<file path="config.mk">
export PLATFORM = sky130hd
export DESIGN_NAME = cie_core
export DESIGN_NICKNAME = d
export VERILOG_FILES = /design/src/cie_pkg.sv /design/src/cie_alu.sv /design/src/cie_core.sv /design/src/cie_regfile.sv
export SDC_FILE = /design/constraint.sdc
export NUM_CORES = 1
export LEC_CHECK = 0
export BUFFER_PORTS_ARGS = -buffer_cell sky130_fd_sc_hd__buf_2
export CORE_MARGIN = 3
export CORE_UTILIZATION = 60
export DETAILED_ROUTE_END_ITERATION = 8
export HOLD_SLACK_MARGIN = 0.05
export PLACE_DENSITY = 0.78
export SYNTH_ARGS = -nofsm -noshare
export SYNTH_HDL_FRONTEND = slang
export SYNTH_HIERARCHICAL = 1
export SYNTH_SLANG_ARGS = --single-unit
export TNS_END_PERCENT = 10
</file>
<file path="constraint.sdc">
create_clock -name hclk -period 19.15 [get_ports hclk]
set_clock_uncertainty 0.05 [all_clocks]
set_input_delay 2.8725 -clock hclk [delete_from_list [all_inputs] [get_ports hclk]]
set_output_delay 2.8725 -clock hclk [all_outputs]
set_load 0.03 [all_outputs]
</file>
<file path="src/cie_pkg.sv">
// Constants, types and register map of the core execution block.
package cie_pkg;

  // ****************************************
  // Register map
  // ****************************************
  localparam logic [7:0] CIE_CMD_OFS   = 8'h00;
  localparam logic [7:0] CIE_PC_OFS    = 8'h04;
  localparam logic [7:0] CIE_FLAGS_OFS = 8'h08;
  localparam logic [7:0] CIE_STAT_OFS  = 8'h0c;
  localparam logic [7:0] CIE_RF_BASE   = 8'h80;
  localparam logic [7:0] CIE_FLAGS_RST = 8'h00;
  localparam int         CIE_PC_W      = 12;
  localparam logic [CIE_PC_W-1:0] CIE_PC_RST = 12'h000;

  // ****************************************
  // Command word fields
  // ****************************************
  localparam int CIE_OP_LSB = 24;
  localparam int CIE_D_LSB  = 16;
  localparam int CIE_R_LSB  = 8;
  localparam logic [4:0] CIE_PTR_IDX = 5'h1e;

  // ****************************************
  // Flag positions
  // ****************************************
  localparam int FLAG_C = 0;
  localparam int FLAG_Z = 1;
  localparam int FLAG_N = 2;
  localparam int FLAG_V = 3;
  localparam int FLAG_S = 4;
  localparam int FLAG_H = 5;
  localparam int FLAG_T = 6;
  localparam int FLAG_I = 7;

  // ****************************************
  // Cycle counts
  // ****************************************
  localparam logic [2:0] CYC_ONE  = 3'h1;
  localparam logic [2:0] CYC_JUMP = 3'h2;
  localparam logic [2:0] CYC_CALL = 3'h3;
  localparam logic [2:0] CYC_RET  = 3'h4;
  localparam logic [2:0] CYC_MEM  = 3'h2;
  localparam logic [2:0] CYC_TAKEN = 3'h2;

  typedef enum logic [5:0] {
    op_nop, op_add, op_add_carry, op_sub, op_sub_const, op_sub_carry,
    difference_const_with_carry, op_and, bitwise_conjunction_const, op_or, op_or_const,
    exclusive_disjunction, clear_reg_bits, zero_minus_check, op_compare,
    op_compare_carry, compare_immediate, reg_copy, relative_jump, relative_call,
    subroutine_exit, handler_exit, skip_if_equal, skip_reg_bit_low, skip_reg_bit_high,
    skip_io_bit_low, skip_io_bit_high, branch_flag_high, branch_flag_low,
    indirect_read, indirect_write
  } cie_op_t;

  typedef enum logic [2:0] {fn_add, fn_sub, fn_and, fn_or, fn_xor, fn_pass} cie_fn_t;

  typedef enum logic [1:0] {st_idle, st_exec, st_wait} cie_state_t;

endpackage

</file>
<file path="src/cie_alu.sv">
// Arithmetic and logic unit with status flag generation.
`timescale 1ns/10ps
module cie_alu
  import cie_pkg::*;
(
  input  cie_pkg::cie_fn_t fn,
  input  logic [7:0]       a,
  input  logic [7:0]       b,
  input  logic             cin,
  input  logic [7:0]       flags_in,
  output logic [7:0]       res,
  output logic [7:0]       flags_out
);

  logic [8:0] sum9;

  always_comb begin
    sum9      = 9'h000;
    res       = b;
    flags_out = flags_in;
    case (fn)
      fn_add: begin
        sum9 = {1'b0, a} + {1'b0, b} + {8'h00, cin};
        res  = sum9[7:0];
        flags_out[FLAG_C] = sum9[8];
        flags_out[FLAG_H] = (a[3] & b[3]) | (b[3] & ~res[3]) | (~res[3] & a[3]);
        flags_out[FLAG_V] = (a[7] & b[7] & ~res[7]) | (~a[7] & ~b[7] & res[7]);
      end
      fn_sub: begin
        sum9 = {1'b0, a} - {1'b0, b} - {8'h00, cin};
        res  = sum9[7:0];
        flags_out[FLAG_C] = sum9[8];
        flags_out[FLAG_H] = (~a[3] & b[3]) | (b[3] & res[3]) | (res[3] & ~a[3]);
        flags_out[FLAG_V] = (a[7] & ~b[7] & ~res[7]) | (~a[7] & b[7] & res[7]);
      end
      fn_and: begin
        res = a & b;
        flags_out[FLAG_V] = 1'b0;
      end
      fn_or: begin
        res = a | b;
        flags_out[FLAG_V] = 1'b0;
      end
      fn_xor: begin
        res = a ^ b;
        flags_out[FLAG_V] = 1'b0;
      end
      default: begin
        res = b;
      end
    endcase
    // The signed flag is kept as N xor V so signed branches reduce to one flag test.
    if (fn != fn_pass) begin
      flags_out[FLAG_Z] = (res == 8'h00);
      flags_out[FLAG_N] = res[7];
      flags_out[FLAG_S] = res[7] ^ flags_out[FLAG_V];
    end
  end

endmodule

</file>
<file path="src/cie_core.sv">
// Instruction execution core with an AHB-Lite command and register slave.
`timescale 1ns/10ps
module cie_core
  import cie_pkg::*;
#(
  parameter int STACK_DEPTH = 3
) (
  input  logic        hclk,
  input  logic        hresetn,
  input  logic        hsel,
  input  logic [31:0] haddr,
  input  logic [1:0]  htrans,
  input  logic        hwrite,
  input  logic [2:0]  hsize,
  input  logic [31:0] hwdata,
  input  logic        hready,
  output logic        hreadyout,
  output logic [31:0] hrdata,
  output logic        hresp,
  output logic [4:0]  io_addr,
  input  logic [7:0]  io_rdata
);

  // ****************************************
  // Bus slave state
  // ****************************************
  logic          ph_act_q;
  logic          ph_wr_q;
  logic [7:0]    ph_adr_q;
  logic          bus_fin;
  logic          stall;
  logic [31:0]   rdmux;

  // ****************************************
  // Core state
  // ****************************************
  cie_state_t         st_q;
  logic [31:0]        ins_q;
  logic [CIE_PC_W-1:0] pc_q;
  logic [7:0]         flags_q;
  logic [2:0]         cnt_q;
  logic [2:0]         last_cyc_q;
  logic               taken_q;
  logic [CIE_PC_W-1:0] stk_q [STACK_DEPTH];

  // ****************************************
  // Decode
  // ****************************************
  cie_op_t             op;
  logic [4:0]          d_idx;
  logic [4:0]          r_idx;
  logic [7:0]          kc;
  logic [2:0]          bsel;
  logic [CIE_PC_W-1:0] koff;
  cie_fn_t             fn;
  logic                use_k;
  logic                use_c;
  logic                wr_rd;
  logic                wr_fl;
  logic                take;
  logic                push;
  logic                pop;
  logic [2:0]          cyc;
  logic [CIE_PC_W-1:0] pc_nx;
  logic [7:0]          rd_a;
  logic [7:0]          rd_b;
  logic [7:0]          rd_c;
  logic [7:0]          ptr;
  logic [7:0]          alu_res;
  logic [7:0]          alu_fl;
  logic                rf_we;
  logic [4:0]          rf_wa;
  logic [7:0]          rf_wd;
  logic [4:0]          ra_b;
  logic                exec;
  logic                bus_rf_wr;

  assign exec  = (st_q == st_exec);
  assign op    = cie_op_t'(ins_q[CIE_OP_LSB +: 6]);
  assign d_idx = ins_q[CIE_D_LSB +: 5];
  assign r_idx = ins_q[CIE_R_LSB +: 5];
  assign kc    = ins_q[7:0];
  assign bsel  = ins_q[CIE_R_LSB +: 3];
  assign koff  = ins_q[CIE_PC_W-1:0];

  always_comb begin
    fn    = fn_pass;
    use_k = 1'b0;
    use_c = 1'b0;
    wr_rd = 1'b0;
    wr_fl = 1'b0;
    take  = 1'b0;
    push  = 1'b0;
    pop   = 1'b0;
    cyc   = CYC_ONE;
    pc_nx = pc_q + 12'h001;
    case (op)
      op_add: begin
        fn = fn_add; wr_rd = 1'b1; wr_fl = 1'b1;
      end
      op_add_carry: begin
        fn = fn_add; use_c = 1'b1; wr_rd = 1'b1; wr_fl = 1'b1;
      end
      op_sub: begin
        fn = fn_sub; wr_rd = 1'b1; wr_fl = 1'b1;
      end
      op_sub_const: begin
        fn = fn_sub; use_k = 1'b1; wr_rd = 1'b1; wr_fl = 1'b1;
      end
      op_sub_carry: begin
        fn = fn_sub; use_c = 1'b1; wr_rd = 1'b1; wr_fl = 1'b1;
      end
      difference_const_with_carry: begin
        fn = fn_sub; use_k = 1'b1; use_c = 1'b1; wr_rd = 1'b1; wr_fl = 1'b1;
      end
      op_and: begin
        fn = fn_and; wr_rd = 1'b1; wr_fl = 1'b1;
      end
      bitwise_conjunction_const: begin
        fn = fn_and; use_k = 1'b1; wr_rd = 1'b1; wr_fl = 1'b1;
      end
      op_or: begin
        fn = fn_or; wr_rd = 1'b1; wr_fl = 1'b1;
      end
      op_or_const: begin
        fn = fn_or; use_k = 1'b1; wr_rd = 1'b1; wr_fl = 1'b1;
      end
      exclusive_disjunction: begin
        fn = fn_xor; wr_rd = 1'b1; wr_fl = 1'b1;
      end
      clear_reg_bits: begin
        fn = fn_and; use_k = 1'b1; wr_rd = 1'b1; wr_fl = 1'b1;
      end
      zero_minus_check: begin
        fn = fn_and; wr_rd = 1'b1; wr_fl = 1'b1;
      end
      op_compare: begin
        fn = fn_sub; wr_fl = 1'b1;
      end
      op_compare_carry: begin
        fn = fn_sub; use_c = 1'b1; wr_fl = 1'b1;
      end
      compare_immediate: begin
        fn = fn_sub; use_k = 1'b1; wr_fl = 1'b1;
      end
      reg_copy: begin
        wr_rd = 1'b1;
      end
      relative_jump: begin
        cyc   = CYC_JUMP;
        pc_nx = pc_q + koff + 12'h001;
      end
      relative_call: begin
        cyc   = CYC_CALL;
        push  = 1'b1;
        pc_nx = pc_q + koff + 12'h001;
      end
      subroutine_exit, handler_exit: begin
        cyc   = CYC_RET;
        pop   = 1'b1;
        pc_nx = stk_q[0];
      end
      skip_if_equal:     take = (rd_a == rd_b);
      skip_reg_bit_low:  take = ~rd_b[bsel];
      skip_reg_bit_high: take = rd_b[bsel];
      skip_io_bit_low:   take = ~io_rdata[bsel];
      skip_io_bit_high:  take = io_rdata[bsel];
      // Named branches map onto these two: signed tests use S, unsigned use C.
      branch_flag_high:  take = flags_q[bsel];
      branch_flag_low:   take = ~flags_q[bsel];
      indirect_read: begin
        wr_rd = 1'b1;
        cyc   = CYC_MEM;
      end
      indirect_write: begin
        cyc = CYC_MEM;
      end
      default: begin
        cyc = CYC_ONE;
      end
    endcase
    // The skipped instruction is assumed to be one word long.
    if (take) begin
      cyc = CYC_TAKEN;
      if (op == branch_flag_high || op == branch_flag_low) begin
        pc_nx = pc_q + koff + 12'h001;
      end else begin
        pc_nx = pc_q + 12'h002;
      end
    end
  end

  // ****************************************
  // Datapath
  // ****************************************
  assign ra_b = (op == indirect_read) ? ptr[4:0] : r_idx;

  cie_regfile #(
    .N (32)
  ) u_rf (
    .clk   (hclk),
    .rst_n (hresetn),
    .we    (rf_we),
    .waddr (rf_wa),
    .wdata (rf_wd),
    .ra_a  (d_idx),
    .ra_b  (ra_b),
    .ra_c  (ph_adr_q[6:2]),
    .rd_a  (rd_a),
    .rd_b  (rd_b),
    .rd_c  (rd_c),
    .ptr   (ptr)
  );

  cie_alu u_alu (
    .fn        (fn),
    .a         (rd_a),
    .b         (use_k ? ((op == clear_reg_bits) ? ~kc : kc) : rd_b),
    .cin       (use_c & flags_q[FLAG_C]),
    .flags_in  (flags_q),
    .res       (alu_res),
    .flags_out (alu_fl)
  );

  // Bus writes to the register window only reach the file while the core is idle.
  assign bus_rf_wr = bus_fin && ph_wr_q && ph_adr_q[7];

  always_comb begin
    rf_we = 1'b0;
    rf_wa = d_idx;
    rf_wd = alu_res;
    if (exec && op == indirect_write) begin
      rf_we = 1'b1;
      rf_wa = ptr[4:0];
      rf_wd = rd_b;
    end else if (exec && wr_rd) begin
      rf_we = 1'b1;
      rf_wd = (op == indirect_read) ? rd_b : alu_res;
    end else if (bus_rf_wr) begin
      rf_we = 1'b1;
      rf_wa = ph_adr_q[6:2];
      rf_wd = hwdata[7:0];
    end
  end

  // ****************************************
  // Sequencer
  // ****************************************
  always_ff @(posedge hclk or negedge hresetn) begin
    if (!hresetn) begin
      st_q       <= st_idle;
      cnt_q      <= 3'h0;
      last_cyc_q <= 3'h0;
      taken_q    <= 1'b0;
      ins_q      <= 32'h0000_0000;
      io_addr    <= 5'h00;
    end else begin
      case (st_q)
        st_idle: begin
          if (bus_fin && ph_wr_q && ph_adr_q == CIE_CMD_OFS) begin
            ins_q   <= hwdata;
            io_addr <= hwdata[CIE_D_LSB +: 5];
            st_q    <= st_exec;
          end
        end
        st_exec: begin
          last_cyc_q <= cyc;
          taken_q    <= take;
          cnt_q      <= cyc - 3'h2;
          st_q       <= (cyc == CYC_ONE) ? st_idle : st_wait;
        end
        st_wait: begin
          cnt_q <= cnt_q - 3'h1;
          if (cnt_q == 3'h0) begin
            st_q <= st_idle;
          end
        end
        default: begin
          st_q <= st_idle;
        end
      endcase
    end
  end

  always_ff @(posedge hclk or negedge hresetn) begin
    if (!hresetn) begin
      pc_q    <= CIE_PC_RST;
      flags_q <= CIE_FLAGS_RST;
    end else if (exec) begin
      pc_q <= pc_nx;
      if (wr_fl) begin
        flags_q <= alu_fl;
      end else if (op == handler_exit) begin
        flags_q[FLAG_I] <= 1'b1;
      end
    end else if (bus_fin && ph_wr_q && ph_adr_q == CIE_PC_OFS) begin
      pc_q <= hwdata[CIE_PC_W-1:0];
    end else if (bus_fin && ph_wr_q && ph_adr_q == CIE_FLAGS_OFS) begin
      flags_q <= hwdata[7:0];
    end
  end

  // The hardware stack is shallow; deeper nesting silently drops the oldest entry.
  for (genvar i = 0; i < STACK_DEPTH; i++) begin : g_stk
    always_ff @(posedge hclk or negedge hresetn) begin
      if (!hresetn) begin
        stk_q[i] <= CIE_PC_RST;
      end else if (exec && push) begin
        stk_q[i] <= (i == 0) ? pc_q + 12'h001 : stk_q[(i == 0) ? 0 : i - 1];
      end else if (exec && pop && i < STACK_DEPTH - 1) begin
        stk_q[i] <= stk_q[(i < STACK_DEPTH - 1) ? i + 1 : i];
      end
    end
  end

  // ****************************************
  // AHB-Lite slave
  // ****************************************
  assign stall   = ph_wr_q && (st_q != st_idle);
  assign bus_fin = ph_act_q && !stall;

  always_comb begin
    rdmux = 32'h0000_0000;
    if (ph_adr_q[7]) begin
      rdmux = {24'h000000, rd_c};
    end else begin
      case (ph_adr_q)
        CIE_CMD_OFS:   rdmux = ins_q;
        CIE_PC_OFS:    rdmux = {20'h00000, pc_q};
        CIE_FLAGS_OFS: rdmux = {24'h000000, flags_q};
        CIE_STAT_OFS:  rdmux = {27'h0000000, taken_q, last_cyc_q, st_q != st_idle};
        default:       rdmux = 32'h0000_0000;
      endcase
    end
  end

  always_ff @(posedge hclk or negedge hresetn) begin
    if (!hresetn) begin
      ph_act_q  <= 1'b0;
      ph_wr_q   <= 1'b0;
      ph_adr_q  <= 8'h00;
      hreadyout <= 1'b1;
      hrdata    <= 32'h0000_0000;
      hresp     <= 1'b0;
    end else begin
      hresp <= 1'b0;
      if (hready && hsel && htrans[1]) begin
        ph_act_q  <= 1'b1;
        ph_wr_q   <= hwrite;
        ph_adr_q  <= {haddr[7:2], 2'b00};
        hreadyout <= 1'b0;
      end else if (bus_fin) begin
        ph_act_q  <= 1'b0;
        hreadyout <= 1'b1;
        hrdata    <= ph_wr_q ? 32'h0000_0000 : rdmux;
      end
    end
  end

endmodule

</file>
<file path="src/cie_regfile.sv">
// Working register file with two core read ports, one bus read port and pointer output.
`timescale 1ns/10ps
module cie_regfile
  import cie_pkg::*;
#(
  parameter int N = 32
) (
  input  logic       clk,
  input  logic       rst_n,
  input  logic       we,
  input  logic [4:0] waddr,
  input  logic [7:0] wdata,
  input  logic [4:0] ra_a,
  input  logic [4:0] ra_b,
  input  logic [4:0] ra_c,
  output logic [7:0] rd_a,
  output logic [7:0] rd_b,
  output logic [7:0] rd_c,
  output logic [7:0] ptr
);

  logic [7:0] mem_q [N];

  for (genvar i = 0; i < N; i++) begin : g_ent
    always_ff @(posedge clk or negedge rst_n) begin
      if (!rst_n) begin
        mem_q[i] <= 8'h00;
      end else if (we && (waddr == 5'(i))) begin
        mem_q[i] <= wdata;
      end
    end
  end

  assign rd_a = mem_q[ra_a];
  assign rd_b = mem_q[ra_b];
  assign rd_c = mem_q[ra_c];
  assign ptr  = mem_q[CIE_PTR_IDX];

endmodule
</file>
==> reports/metrics.cfg <==
[sta]
whs_ns = 0.427
timing.fmax_ghz = 0.116
setup_viol = 0
min_period_ns = 8.59
timing.final.crit_share_pct = 44.8
fin_tns_setup_ns = 0
hold_viol_final = 0
slew_headroom_pct = 7.78
drv_slew = 0
rsz0062_at_grt = no
worstMarginPinSlew_ns = 1.38

[yosys]
synth_fp_nets = 2181
synth_cells = 2043
netlist_area_um2 = 26000
avgSynthCellArea_um2 = 12.7
yosysWarnings = 6

[worst_setup_path]
worstSetupStartpointType = flop
cpMostUsedCell = mux4_2
r2r-end = u_rf/mem_q[57]
crit_end = u_rf/mem_q[57]
r2r-start = ins_q[25]
slowest_stage = o21ai_2
critical_path_class = flop to flop
crit_fanout = 33
r2r_cells = 21
setup.worst_path.start = ins_q[25]
critical_path.endpoint_type = flop
r2r_slack_ns = 10.56
required_ns = 19.59
max_stage_delay_ns = 1.08
crit_chain = nand2b_1, nor3_2, mux2_4, buf_4, mux4_2, mux4_2, mux2_2, nand2_1, o21ai_0, fa_1, inv_1, fa_1, inv_1, mux4_2, nor2_1, a31oi_1, mux2i_1, nor2_1, a31oi_1, o21ai_2, mux2_2
critPathArrivalTime_ns = 9.03

[floorplan]
die_area_um2 = 45800
num_rows = 75
pin_count = 121
start_util_pct = 61.4
die_width_um = 214
die_y_um = 214
fp.coreArea_um2 = 42300

[power]
p_per_area_nw_per_um2 = 130
power_leakage_nw = 11.4
ir_drop_v = 0.000194

[cells_and_area]
final_cell_mix = 388 x dfrtp_1, 338 x mux2_2, 252 x mux4_2
fin_area_um2 = 28000
final_common_cell = dfrtp_1
post-route-util_pct = 66.2
fin_nets = 2179
synthToLayoutAreaGrowth_pct = 7.95
drive_gt1_share_pct = 39.6

[place]
port_buffers = 89
dpl_cell_area_um2 = 26600
place_hpwl_um = 47300
gp_congestion = 0.960

[clock_tree]
post_cts_buffers = 0
clock_path_buffers = 3
clk_latency_ns = 0.57
clock-root-buffer = clkbuf_16
cts_made_buffers = 42
cts_max_level = 2
ctsResizeCount = 0
cts.hold.buffers_added = 0
cts.clk_slew.worst_paths_ns = 0.06
cts.sinks = 394
cts_tree = built

[global_routing]
grt_pass1_vias = 19200
grt_util_all_layers_pct = 31.7
antenna_found_initial = 0
overflow = 0
grt_max_degree = 197
grt_pass1_wl_um = 113000

[routing]
drc = 0
wl_per_cell_um = 27.2
routed_via_density = 6.98
antenna_left = 0
vias = 18500
first_iter_violations = 2323
drt-pass1-iter-count = 6
wirelength_um = 72000

[status]
status = finished clean

[run]
cap_violations = 0

[hold_path]
hold_path.class = flop to flop

## how the worst min path moves through the flow
stage              start    endpoint  depth (start not counted)
6_report       hrdata[4]   hrdata[4]                          2
5_1_grt        ins_q[31]  hrdata[31]                          1
4_1_cts        hrdata[4]   hrdata[4]                          2
3_5_place_dp   hrdata[4]   hrdata[4]                          2
3_3_place_gp   hrdata[1]   hrdata[1]                          2
2_1_floorplan    taken_q     taken_q                          1
## per-layer routing
layer | share of wire, % | global-route usage (%)
met4 | 5.8 | 16.3
met1 | 37 | 40.5
met2 | 47 | 50.5
met5 | 0 | 0
met3 | 10 | 8.39
## layout make-up
cell class,instances,area [um^2]
multi-input combinational,1425,15100
fill,3008,14300
sequential,394,9870
clock buffer,58,1190
timing repair buffer,125,738
tap,577,722
clock inverter,13,201
inverter,53,199
antenna,1,2.50
## stage by stage
step,cells,total power [mW],setup WS [ns]
after floorplan,2043,2.25,12.76
after global placement,2574,2.72,10.85
after detailed placement,2574,2.77,10.70
after CTS,2645,3.62,10.70
after global routing,2645,3.85,10.16
final,2646,3.65,10.56
## worst max-delay path, delay by kind of cell (launching register included)
kind,cells,cell delay (ns)
AO/OA/AOI/OAI,4,1.72
adder cells (fa/ha/maj),2,0.93
buffers and inverters,3,0.85
flip-flops,1,0.64
multiplexers,7,2.95
AND/OR/NAND/NOR,5,1.33
## report_power, final
group          switching, mW  leakage (nW)  internal, mW
registers              0.106          4.89         0.898
logic                   1.13          5.79         0.687
clock network          0.335         0.689         0.500
total                   1.57          11.4          2.08
## state kept, by name, indices dropped and copies added, names as in the netlist
name	cells
ins_q	28
ph_act_q	1
st_q	2
last_cyc_q	3
pc_q	12
taken_q	1
flags_q	8
hrdata	32
io_addr	4
u_rf/mem_q	248
ph_adr_q	6
hreadyout	1
u_rf/ptr	8
ph_wr_q	1
cnt_q	3
stk_q	36
Note: power is estimated with default switching activity, not from simulation.
